--- config.mk ---
export PLATFORM = sky130hd
export DESIGN_NAME = spic_control
export DESIGN_NICKNAME = d
export VERILOG_FILES = /design/src/pkg/spic_pkg.sv /design/src/core/spic_control.sv /design/src/core/spic_rate_divider.sv
export SDC_FILE = /design/constraint.sdc
export NUM_CORES = 1
export LEC_CHECK = 0
export ABC_AREA = 0
export ABC_CLOCK_PERIOD_IN_PS = 1850
export BUFFER_PORTS_ARGS = -buffer_cell sky130_fd_sc_hd__buf_2
export CORE_ASPECT_RATIO = 1.75
export CORE_MARGIN = 2
export CORE_UTILIZATION = 50
export DETAILED_ROUTE_END_ITERATION = 10
export GPL_ROUTABILITY_DRIVEN = 0
export PLACE_DENSITY = 0.73
export RECOVER_POWER = 100
export SETUP_SLACK_MARGIN = 0.2
export SYNTH_ARGS = -nofsm -noshare
export SYNTH_HDL_FRONTEND = slang
export SYNTH_SLANG_ARGS = --single-unit
--- constraint.sdc ---
create_clock -name clk -period 1.85 [get_ports clk]
set_clock_uncertainty 0.05 [all_clocks]
set_input_delay 0.0925 -clock clk [delete_from_list [all_inputs] [get_ports clk]]
set_output_delay 0.0925 -clock clk [all_outputs]
set_load 0.02 [all_outputs]
--- src/pkg/spic_pkg.sv ---
// Package for the serial port control and clock-rate block.
// Assumes an 8-bit special function register bus on the system clock.
package spic_pkg;
	// ----------------------------------------
	// Register map
	// ----------------------------------------
	localparam logic [3:0] SFR_PAGE      = 4'h0;
	localparam logic [7:0] ADDR_DIVIDER  = 8'ha2;
	localparam logic [7:0] ADDR_DATA     = 8'ha3;
	localparam logic [7:0] ADDR_CONTROL  = 8'hf8;
	localparam logic [7:0] RESET_DIVIDER = 8'h00;
	localparam logic [7:0] RESET_DATA    = 8'h00;

	// ----------------------------------------
	// Control register fields
	// ----------------------------------------
	localparam int          BIT_DONE      = 7;
	localparam int          BIT_WRITE_COLLISION_FLAG      = 6;
	localparam int          BIT_MODE_FAULT_FLAG      = 5;
	localparam int          BIT_OVRN      = 4;
	localparam int          BIT_MODE_HI   = 3;
	localparam int          BIT_MODE_LO   = 2;
	localparam int          BIT_TRANSMIT_BUFFER_EMPTY     = 1;
	localparam int          BIT_ENABLE    = 0;
	localparam logic [1:0]  MODE_3WIRE    = 2'b00;
	localparam logic [1:0]  MODE_4WIRE_IN = 2'b01;
	localparam logic [1:0]  RESET_MODE    = 2'b01;
	localparam logic        RESET_TRANSMIT_BUFFER_EMPTY   = 1'b1;

	// ----------------------------------------
	// Transfer engine
	// ----------------------------------------
	localparam logic [4:0]  XFER_EDGES    = 5'h10;
	localparam int          SYNC_STAGES   = 3;
	localparam int          SYNC_INPUTS   = 4;

	typedef enum logic [0:0] {
		SPIC_IDLE = 1'b0,
		SPIC_RUN  = 1'b1
	} spic_state_t;
endpackage

--- src/core/spic_control.sv ---
// Serial port control, status flags, clock-rate divider and shift engine.
// Assumes the core reaches it over the special function register bus and
// that configuration bits arrive as plain inputs.
// How it works
// - Transfer end sets done flag and raises the interrupt request when enabled.
// - Status flags stay set until software clears them.
// - Data write while transmit buffer full sets the collision flag.
// - A colliding write is dropped; the transmit buffer keeps its byte.
// - Select low with master on and mode 01 sets the mode fault flag.
// - Slave last bit in while receive buffer unread sets overrun.
// - Mode 00 is three-wire; the select pin is left alone.
// - Mode 01, the reset value, uses the select pin as input.
// - Mode 1x drives the select pin with the low mode bit.
// - Writing the transmit buffer clears the buffer-empty bit.
// - Moving the buffer into the shifter sets buffer-empty again.
// - Enable bit turns the port on; it resets to zero.
// - Master clock is system clock over two times the sum of divider and one.
// - Control register is written byte-wide or bit by bit, page zero.
// - Master data write loads buffer and starts; read returns receive buffer.
// - Master enable input picks master when high, slave when low.
`timescale 1ns/10ps
`default_nettype none
module spic_control (
	input  wire logic       clk,
	input  wire logic       rst,
	input  wire logic [3:0] sfr_page,
	input  wire logic [7:0] sfr_addr,
	input  wire logic       sfr_wr,
	input  wire logic       sfr_rd,
	input  wire logic [7:0] sfr_wdata,
	input  wire logic       sfr_bit_wr,
	input  wire logic [7:0] sfr_bit_addr,
	input  wire logic       sfr_bit_val,
	output logic      [7:0] sfr_rdata,
	input  wire logic       master_enable,
	input  wire logic       clock_phase,
	input  wire logic       clock_polarity,
	input  wire logic       port_irq_enable,
	output logic            irq_request,
	output logic            transfer_busy,
	input  wire logic       sck_in,
	output logic            sck_out,
	output logic            sck_oe,
	input  wire logic       mosi_in,
	output logic            mosi_out,
	output logic            mosi_oe,
	input  wire logic       miso_in,
	output logic            miso_out,
	output logic            miso_oe,
	input  wire logic       slave_select_line_in,
	output logic            slave_select_line_out,
	output logic            slave_select_line_oe
);
	// ----------------------------------------
	// Pin synchronisers
	// ----------------------------------------
	logic [spic_pkg::SYNC_INPUTS-1:0] pin_raw;
	logic [spic_pkg::SYNC_INPUTS-1:0] pin_level;

	assign pin_raw = {slave_select_line_in, miso_in, mosi_in, sck_in};

	// Stage two and three must agree, so a one-cycle glitch never counts
	for (genvar i = 0; i < spic_pkg::SYNC_INPUTS; i++) begin : g_sync
		logic [spic_pkg::SYNC_STAGES-1:0] stage;
		always_ff @(posedge clk) begin
			if (rst) begin
				stage        <= '1;
				pin_level[i] <= 1'b1;
			end else begin
				stage <= {stage[spic_pkg::SYNC_STAGES-2:0], pin_raw[i]};
				if (stage[1] == stage[2]) begin
					pin_level[i] <= stage[2];
				end
			end
		end
	end

	logic sck_level;
	logic mosi_level;
	logic miso_level;
	logic select_level;
	assign sck_level    = pin_level[0];
	assign mosi_level   = pin_level[1];
	assign miso_level   = pin_level[2];
	assign select_level = pin_level[3];

	// ----------------------------------------
	// Register state and bus decode
	// ----------------------------------------
	logic        transfer_done_flag;
	logic        write_collision_flag;
	logic        mode_fault_flag;
	logic        receive_overrun_flag;
	logic [1:0]  slave_select_mode;
	logic        transmit_buffer_empty;
	logic        port_enable;
	logic [7:0]  clock_divider_value;
	logic [7:0]  tx_buffer;
	logic [7:0]  rx_buffer;
	logic        rx_full;

	logic        page_ok;
	logic        ctrl_byte_wr;
	logic        ctrl_bit_hit;
	logic [7:0]  ctrl_mask;
	logic [7:0]  ctrl_val;
	logic        data_wr;
	logic        data_rd;

	assign page_ok      = (sfr_page == spic_pkg::SFR_PAGE);
	assign ctrl_byte_wr = page_ok && sfr_wr && (sfr_addr == spic_pkg::ADDR_CONTROL);
	assign ctrl_bit_hit = page_ok && sfr_bit_wr
		&& (sfr_bit_addr[7:3] == spic_pkg::ADDR_CONTROL[7:3]);
	assign ctrl_mask    = ctrl_byte_wr ? 8'hff
		: (ctrl_bit_hit ? (8'h01 << sfr_bit_addr[2:0]) : 8'h00);
	assign ctrl_val     = ctrl_byte_wr ? sfr_wdata : {8{sfr_bit_val}};
	assign data_wr      = page_ok && sfr_wr && (sfr_addr == spic_pkg::ADDR_DATA);
	assign data_rd      = page_ok && sfr_rd && (sfr_addr == spic_pkg::ADDR_DATA);

	// ----------------------------------------
	// Shift engine
	// ----------------------------------------
	spic_pkg::spic_state_t state;
	logic [7:0]  shreg;
	logic [4:0]  edge_count;
	logic        out_bit;
	logic        sck_drive;
	logic        sck_prev;
	logic        rate_tick;
	logic        is_master;
	logic        selected;
	logic        fault;
	logic        edge_now;
	logic        sample_edge;
	logic        last_edge;
	logic        load_now;
	logic        xfer_end;

	assign is_master   = port_enable && master_enable;
	assign selected    = port_enable && !master_enable
		&& ((slave_select_mode == spic_pkg::MODE_3WIRE) || !select_level);
	assign fault       = port_enable && master_enable && !select_level
		&& (slave_select_mode == spic_pkg::MODE_4WIRE_IN);
	assign edge_now    = (state == spic_pkg::SPIC_RUN)
		&& (is_master ? rate_tick : (sck_level != sck_prev));
	assign sample_edge = (edge_count[0] == clock_phase);
	assign last_edge   = edge_now && (edge_count == spic_pkg::XFER_EDGES - 5'h01);
	// master starts on a full buffer
	assign load_now    = (state == spic_pkg::SPIC_IDLE) && !fault
		&& ((is_master && !transmit_buffer_empty) || selected);
	assign xfer_end    = last_edge;

	spic_rate_divider #(
		.WIDTH(8)
	) u_rate (
		.clk    (clk),
		.rst    (rst),
		.run    (is_master && (state == spic_pkg::SPIC_RUN)),
		.divider(clock_divider_value),
		.tick   (rate_tick)
	);

	always_ff @(posedge clk) begin
		if (rst) begin
			sck_prev <= 1'b1;
		end else begin
			sck_prev <= sck_level;
		end
	end

	always_ff @(posedge clk) begin
		if (rst) begin
			state      <= spic_pkg::SPIC_IDLE;
			edge_count <= 5'h00;
			shreg      <= 8'h00;
			out_bit    <= 1'b0;
			sck_drive  <= 1'b0;
		end else if (!port_enable || fault || (!is_master && !selected)) begin
			// Deselect or fault drops a partial byte
			state      <= spic_pkg::SPIC_IDLE;
			edge_count <= 5'h00;
			sck_drive  <= clock_polarity;
		end else if (load_now) begin
			state      <= spic_pkg::SPIC_RUN;
			edge_count <= 5'h00;
			shreg      <= tx_buffer;
			sck_drive  <= clock_polarity;
			if (!clock_phase) begin
				out_bit <= tx_buffer[7];
			end
		end else if (edge_now) begin
			sck_drive  <= ~sck_drive;
			edge_count <= edge_count + 5'h01;
			if (sample_edge) begin
				shreg <= {shreg[6:0], is_master ? miso_level : mosi_level};
			end else begin
				out_bit <= shreg[7];
			end
			if (last_edge) begin
				state <= spic_pkg::SPIC_IDLE;
			end
		end
	end

	// ----------------------------------------
	// Buffers
	// ----------------------------------------
	logic [7:0] rx_next;
	// Phase 0 ends on a shift edge, so the byte is already whole there
	assign rx_next = sample_edge ? {shreg[6:0], is_master ? miso_level : mosi_level} : shreg;

	always_ff @(posedge clk) begin
		if (rst) begin
			tx_buffer             <= spic_pkg::RESET_DATA;
			transmit_buffer_empty <= spic_pkg::RESET_TRANSMIT_BUFFER_EMPTY;
		end else if (data_wr && transmit_buffer_empty) begin
			tx_buffer             <= sfr_wdata;
			transmit_buffer_empty <= 1'b0;
		end else if (load_now && !transmit_buffer_empty) begin
			transmit_buffer_empty <= 1'b1;
		end
		// a colliding write falls through untouched
	end

	// Slave overrun keeps the unread byte rather than the new one
	always_ff @(posedge clk) begin
		if (rst) begin
			rx_buffer <= spic_pkg::RESET_DATA;
			rx_full   <= 1'b0;
		end else if (xfer_end && (is_master || !rx_full)) begin
			rx_buffer <= rx_next;
			rx_full   <= 1'b1;
		end else if (data_rd) begin
			rx_full   <= 1'b0;
		end
	end

	// ----------------------------------------
	// Status flags, set beats clear
	// ----------------------------------------
	always_ff @(posedge clk) begin
		if (rst) begin
			transfer_done_flag   <= 1'b0;
			write_collision_flag <= 1'b0;
			mode_fault_flag      <= 1'b0;
			receive_overrun_flag <= 1'b0;
		end else begin
			transfer_done_flag   <= xfer_end
				|| (ctrl_mask[spic_pkg::BIT_DONE] ? ctrl_val[spic_pkg::BIT_DONE]
				: transfer_done_flag);
			write_collision_flag <= (data_wr && !transmit_buffer_empty)
				|| (ctrl_mask[spic_pkg::BIT_WRITE_COLLISION_FLAG] ? ctrl_val[spic_pkg::BIT_WRITE_COLLISION_FLAG]
				: write_collision_flag);
			mode_fault_flag      <= fault
				|| (ctrl_mask[spic_pkg::BIT_MODE_FAULT_FLAG] ? ctrl_val[spic_pkg::BIT_MODE_FAULT_FLAG]
				: mode_fault_flag);
			receive_overrun_flag <= (xfer_end && !is_master && rx_full)
				|| (ctrl_mask[spic_pkg::BIT_OVRN] ? ctrl_val[spic_pkg::BIT_OVRN]
				: receive_overrun_flag);
		end
	end

	// ----------------------------------------
	// Configuration fields
	// ----------------------------------------
	always_ff @(posedge clk) begin
		if (rst) begin
			// four-wire input is the reset mode
			slave_select_mode <= spic_pkg::RESET_MODE;
			port_enable       <= 1'b0;
		end else begin
			if (ctrl_mask[spic_pkg::BIT_MODE_HI]) begin
				slave_select_mode[1] <= ctrl_val[spic_pkg::BIT_MODE_HI];
			end
			if (ctrl_mask[spic_pkg::BIT_MODE_LO]) begin
				slave_select_mode[0] <= ctrl_val[spic_pkg::BIT_MODE_LO];
			end
			if (ctrl_mask[spic_pkg::BIT_ENABLE]) begin
				port_enable <= ctrl_val[spic_pkg::BIT_ENABLE];
			end
		end
	end

	always_ff @(posedge clk) begin
		if (rst) begin
			clock_divider_value <= spic_pkg::RESET_DIVIDER;
		end else if (page_ok && sfr_wr && (sfr_addr == spic_pkg::ADDR_DIVIDER)) begin
			clock_divider_value <= sfr_wdata;
		end
	end

	// ----------------------------------------
	// Read port, one cycle after the strobe
	// ----------------------------------------
	always_ff @(posedge clk) begin
		if (rst) begin
			sfr_rdata <= 8'h00;
		end else if (page_ok && sfr_rd) begin
			case (sfr_addr)
				spic_pkg::ADDR_CONTROL: sfr_rdata <= {transfer_done_flag,
					write_collision_flag, mode_fault_flag, receive_overrun_flag,
					slave_select_mode, transmit_buffer_empty, port_enable};
				spic_pkg::ADDR_DIVIDER: sfr_rdata <= clock_divider_value;
				spic_pkg::ADDR_DATA:    sfr_rdata <= rx_buffer;
				default:                sfr_rdata <= 8'h00;
			endcase
		end
	end

	// ----------------------------------------
	// Outputs
	// ----------------------------------------
	assign irq_request   = port_irq_enable && (transfer_done_flag || write_collision_flag
		|| mode_fault_flag || receive_overrun_flag);
	assign transfer_busy = (state == spic_pkg::SPIC_RUN);
	assign sck_out       = sck_drive;
	assign sck_oe        = is_master;
	assign mosi_out      = out_bit;
	assign mosi_oe       = is_master;
	assign miso_out      = out_bit;
	assign miso_oe       = selected;
	// single master drives the low mode bit
	assign slave_select_line_out = slave_select_mode[0];
	assign slave_select_line_oe  = port_enable && slave_select_mode[1];
endmodule
`default_nettype wire

--- src/core/spic_rate_divider.sv ---
// Half-period tick generator for the master serial clock.
// Assumes run is held high for the whole transfer and low otherwise.
`timescale 1ns/10ps
`default_nettype none
module spic_rate_divider #(
	parameter int WIDTH = 8
) (
	input  wire logic             clk,
	input  wire logic             rst,
	input  wire logic             run,
	input  wire logic [WIDTH-1:0] divider,
	output logic                  tick
);
	logic [WIDTH-1:0] count;

	// half period of divider plus one
	always_ff @(posedge clk) begin
		if (rst || !run || tick) begin
			count <= '0;
		end else begin
			count <= count + 1'b1;
		end
	end

	assign tick = run && (count == divider);
endmodule
`default_nettype wire

==> qor.yml <==
path_max_fanout: 6
finalNonFillerCells: 619
syn_nets: 445
rsz0062_at_grt: "yes"
yosysSeqAreaShare: 0.449
required_ns: 2.06
drive_gt1_frac: 0.417
layout.cells.most_common_list: "65 x dfxtp_1, 60 x nor2_1, 58 x buf_2, 54 x buf_4, 31 x mux2i_1"
vias: 3513
syn_to_final_growth_pct: 43.5
antenna_found_initial: 0
ys_warn_count: 0
cts_buffer_depth: 2
wl_met2_mm: 5.69
report.final.slew_viol_count: 0
vdd_ir_drop_max_mv: 0.658
critPathCaptureType: "flop"
hp-class: "input port to flop"
setup_ws_ns: -0.0635
die_x_um: 68.6
nets: 573
drc_errors: 0
fin_crit_sh: 1.03
relSlewSlack: 0.651
dp_cells: 581
fmax_mhz: 523
fillers: 517
drtPass1Iterations: 5
grt.overflow.total: 0
hold_viol: 0
design.die.area_um2: 8030
power_mw: 3.80
rows: 41
finalSetupTns_ns: -0.234
maxCapViolCount: 0
ys_types: 52
rr_worst_depth: 8
wl_met1_mm: 4.00
syn_avg_cell_area_um2: 9.13
setup.worst_path.end: "rx_buffer[4]"
power_density_nw_per_um2: 724
final-setup-viol-count: 9
core_area_um2: 7130
yosys.area.top_type: "dfxtp_1"
synth_top_area_share: 0.449
syn-cell-area_um2: 3650
clkTransAtPathRegs_ns: 0.06
grt_pass1_wl_mm: 16.7
cp-start-kind: "flop"
antenna_cells: 0
wl_per_cell_um: 17.5
avgViaCountPerCell: 5.68
synth_seq_cells: 82
cts-root-buf: "clkbuf_16"
tightestPinTransition_ns: 0.524
met3_wirelength_um: 599
synth_ff_type: "dfxtp_1"
hpwl_mm: 7.33
whs_ns: 0.0133
arrival_ns: 2.12
start_util: 0.512
syn_inst: 400
topRoutingLayerUsed: "met4"
die_h_um: 117
ant_nets: 0
criticalPathCategory: "flop to flop"
port_buffers: 59
clk_latency_ns: 0.34
p_leak_nw: 2.26
drtIter0Drc: 271
startpoint: "port_enable"
htree_levels: 3
synth-async-reset-ratio: 0
num_io_pins: 60
synth-edff-count: 0
synth_area_leaders: "dfxtp_1 45%, mux2i_1 8.5%, nor2_1 6.7%, xnor2_1 4.1%, a211oi_1 3.9%"
cts_buffers: 9
tritoncts: "yes"
rr_startpoint: "port_enable"
drt_wl_total_mm: 10.8
status: "finished, violations left"
r2r-end: "rx_buffer[4]"
track_usage: 0.283
cts.sinks: 82
grt_pass1_vias: 3507
period_needed_ns: 1.91
violations: "negative setup slack"
grt_start_max_net_pins: 31
final_common_cell: "dfxtp_1"
holdCritStartpoint: "sfr_wdata[2]"
r2r_slack_ns: -0.06
-- synthesized netlist by cell type (3+ instances only) --
library cell,instances
dfxtp_1,82
nor2_1,65
mux2i_1,31
nand2_1,24
a211oi_1,19
a21oi_1,19
xnor2_1,17
clkbuf_1,15
o21ai_0,13
or2_2,13
nand3_1,10
a222oi_1,8
inv_1,6
o2111ai_1,6
and3_1,5
nand4_1,4
o21bai_1,4
xor2_1,4
a311oi_1,3
and2_1,3
ha_1,3
nand3b_1,3
nor3_1,3
nor3b_1,3
nor3b_2,3
-- how the worst min path moves through the flow --
stage / endpoint / cells past startpoint
4_1_cts: tx_buffer[2] / 3
3_3_place_gp: g_sync[1].stage[0] / 2
6_report: clock_divider_value[2] / 3
3_5_place_dp: g_sync[3].stage[0] / 2
2_1_floorplan: g_sync[0].stage[0] / 1
5_1_grt: clock_divider_value[2] / 3
-- metal layers --
metal  vias up  GRT usage
met5         -          0
met3        34     0.0516
li1       1707          -
met2       138      0.486
met4         0      0.175
met1      1634      0.312
-- sequential cells by signal, summed over array words and instances (netlist names), 2 cells and up --
signal               cells
slave_select_mode        2
clock_divider_value      8
rx_buffer                8
u_rate.count             8
sfr_rdata                8
g_sync.stage            12
edge_count               5
tx_buffer                8
shreg                    8
-- power breakdown --
part | internal (mW) | switching (mW)
logic | 0.0916 | 0.0992
registers | 1.78 | 0.00659
clock network | 1.06 | 0.764
total | 2.93 | 0.870
-- critical path, stage by stage (launching register included) --
cell,delay (ns)
dfxtp_4,0.38
nand2_4,0.10
inv_4,0.09
nand3_2,0.09
o31a_4,0.42
nor3_4,0.26
buf_6,0.17
nor2_1,0.07
a211oi_2,0.20
-- what timing repair did --
| action | CTS | global route |
|---|---|---|
| setup buffers | 6 | 4 |
| hold endpoints to repair | 13 | 0 |
| cloned | 2 | 0 |
| hold buffers | 10 | 0 |
| gates resized for setup | 35 | 31 |
| pin swaps | 27 | 22 |
| endpoints found under the setup margin | 30 | 39 |
-- logic make-up after synthesis --
| group | after synthesis | share of synthesized area |
|---|---|---|
| compound gates | 84 | 0.161 |
| xor+xnor | 21 | 0.0504 |
| fa+ha+maj | 3 | 0.0103 |
| buf+inv | 25 | 0.0281 |
| flops | 82 | 0.449 |
| mux | 32 | 0.0880 |
| simple gates | 153 | 0.213 |
-- stage by stage --
| step | utilization | setup slack [ns] | area [µm²] |
|---|---|---|---|
| after detailed placement | 0.629 | -0.345 | 4480 |
| after CTS | 0.714 | 0.00322 | 5090 |
| final | 0.735 | -0.0635 | 5240 |
| after floorplan | - | -0.185 | 3750 |
| after global routing | 0.735 | -0.127 | 5240 |
| after global placement | 0.629 | -0.304 | 4480 |
-- layout make-up --
| cell class | instances | area [µm²] | share of cell area |
|---|---|---|---|
| inverter | 7 | 28.8 | 0.00549 |
| clock inverter | 7 | 76.3 | 0.0146 |
| clock buffer | 9 | 225 | 0.0430 |
| tap | 86 | 108 | 0.0205 |
| timing repair buffer | 134 | 940 | 0.179 |
| sequential | 82 | 1670 | 0.318 |
| multi-input combinational | 294 | 2200 | 0.419 |
Power figures use the tool's default switching activity.
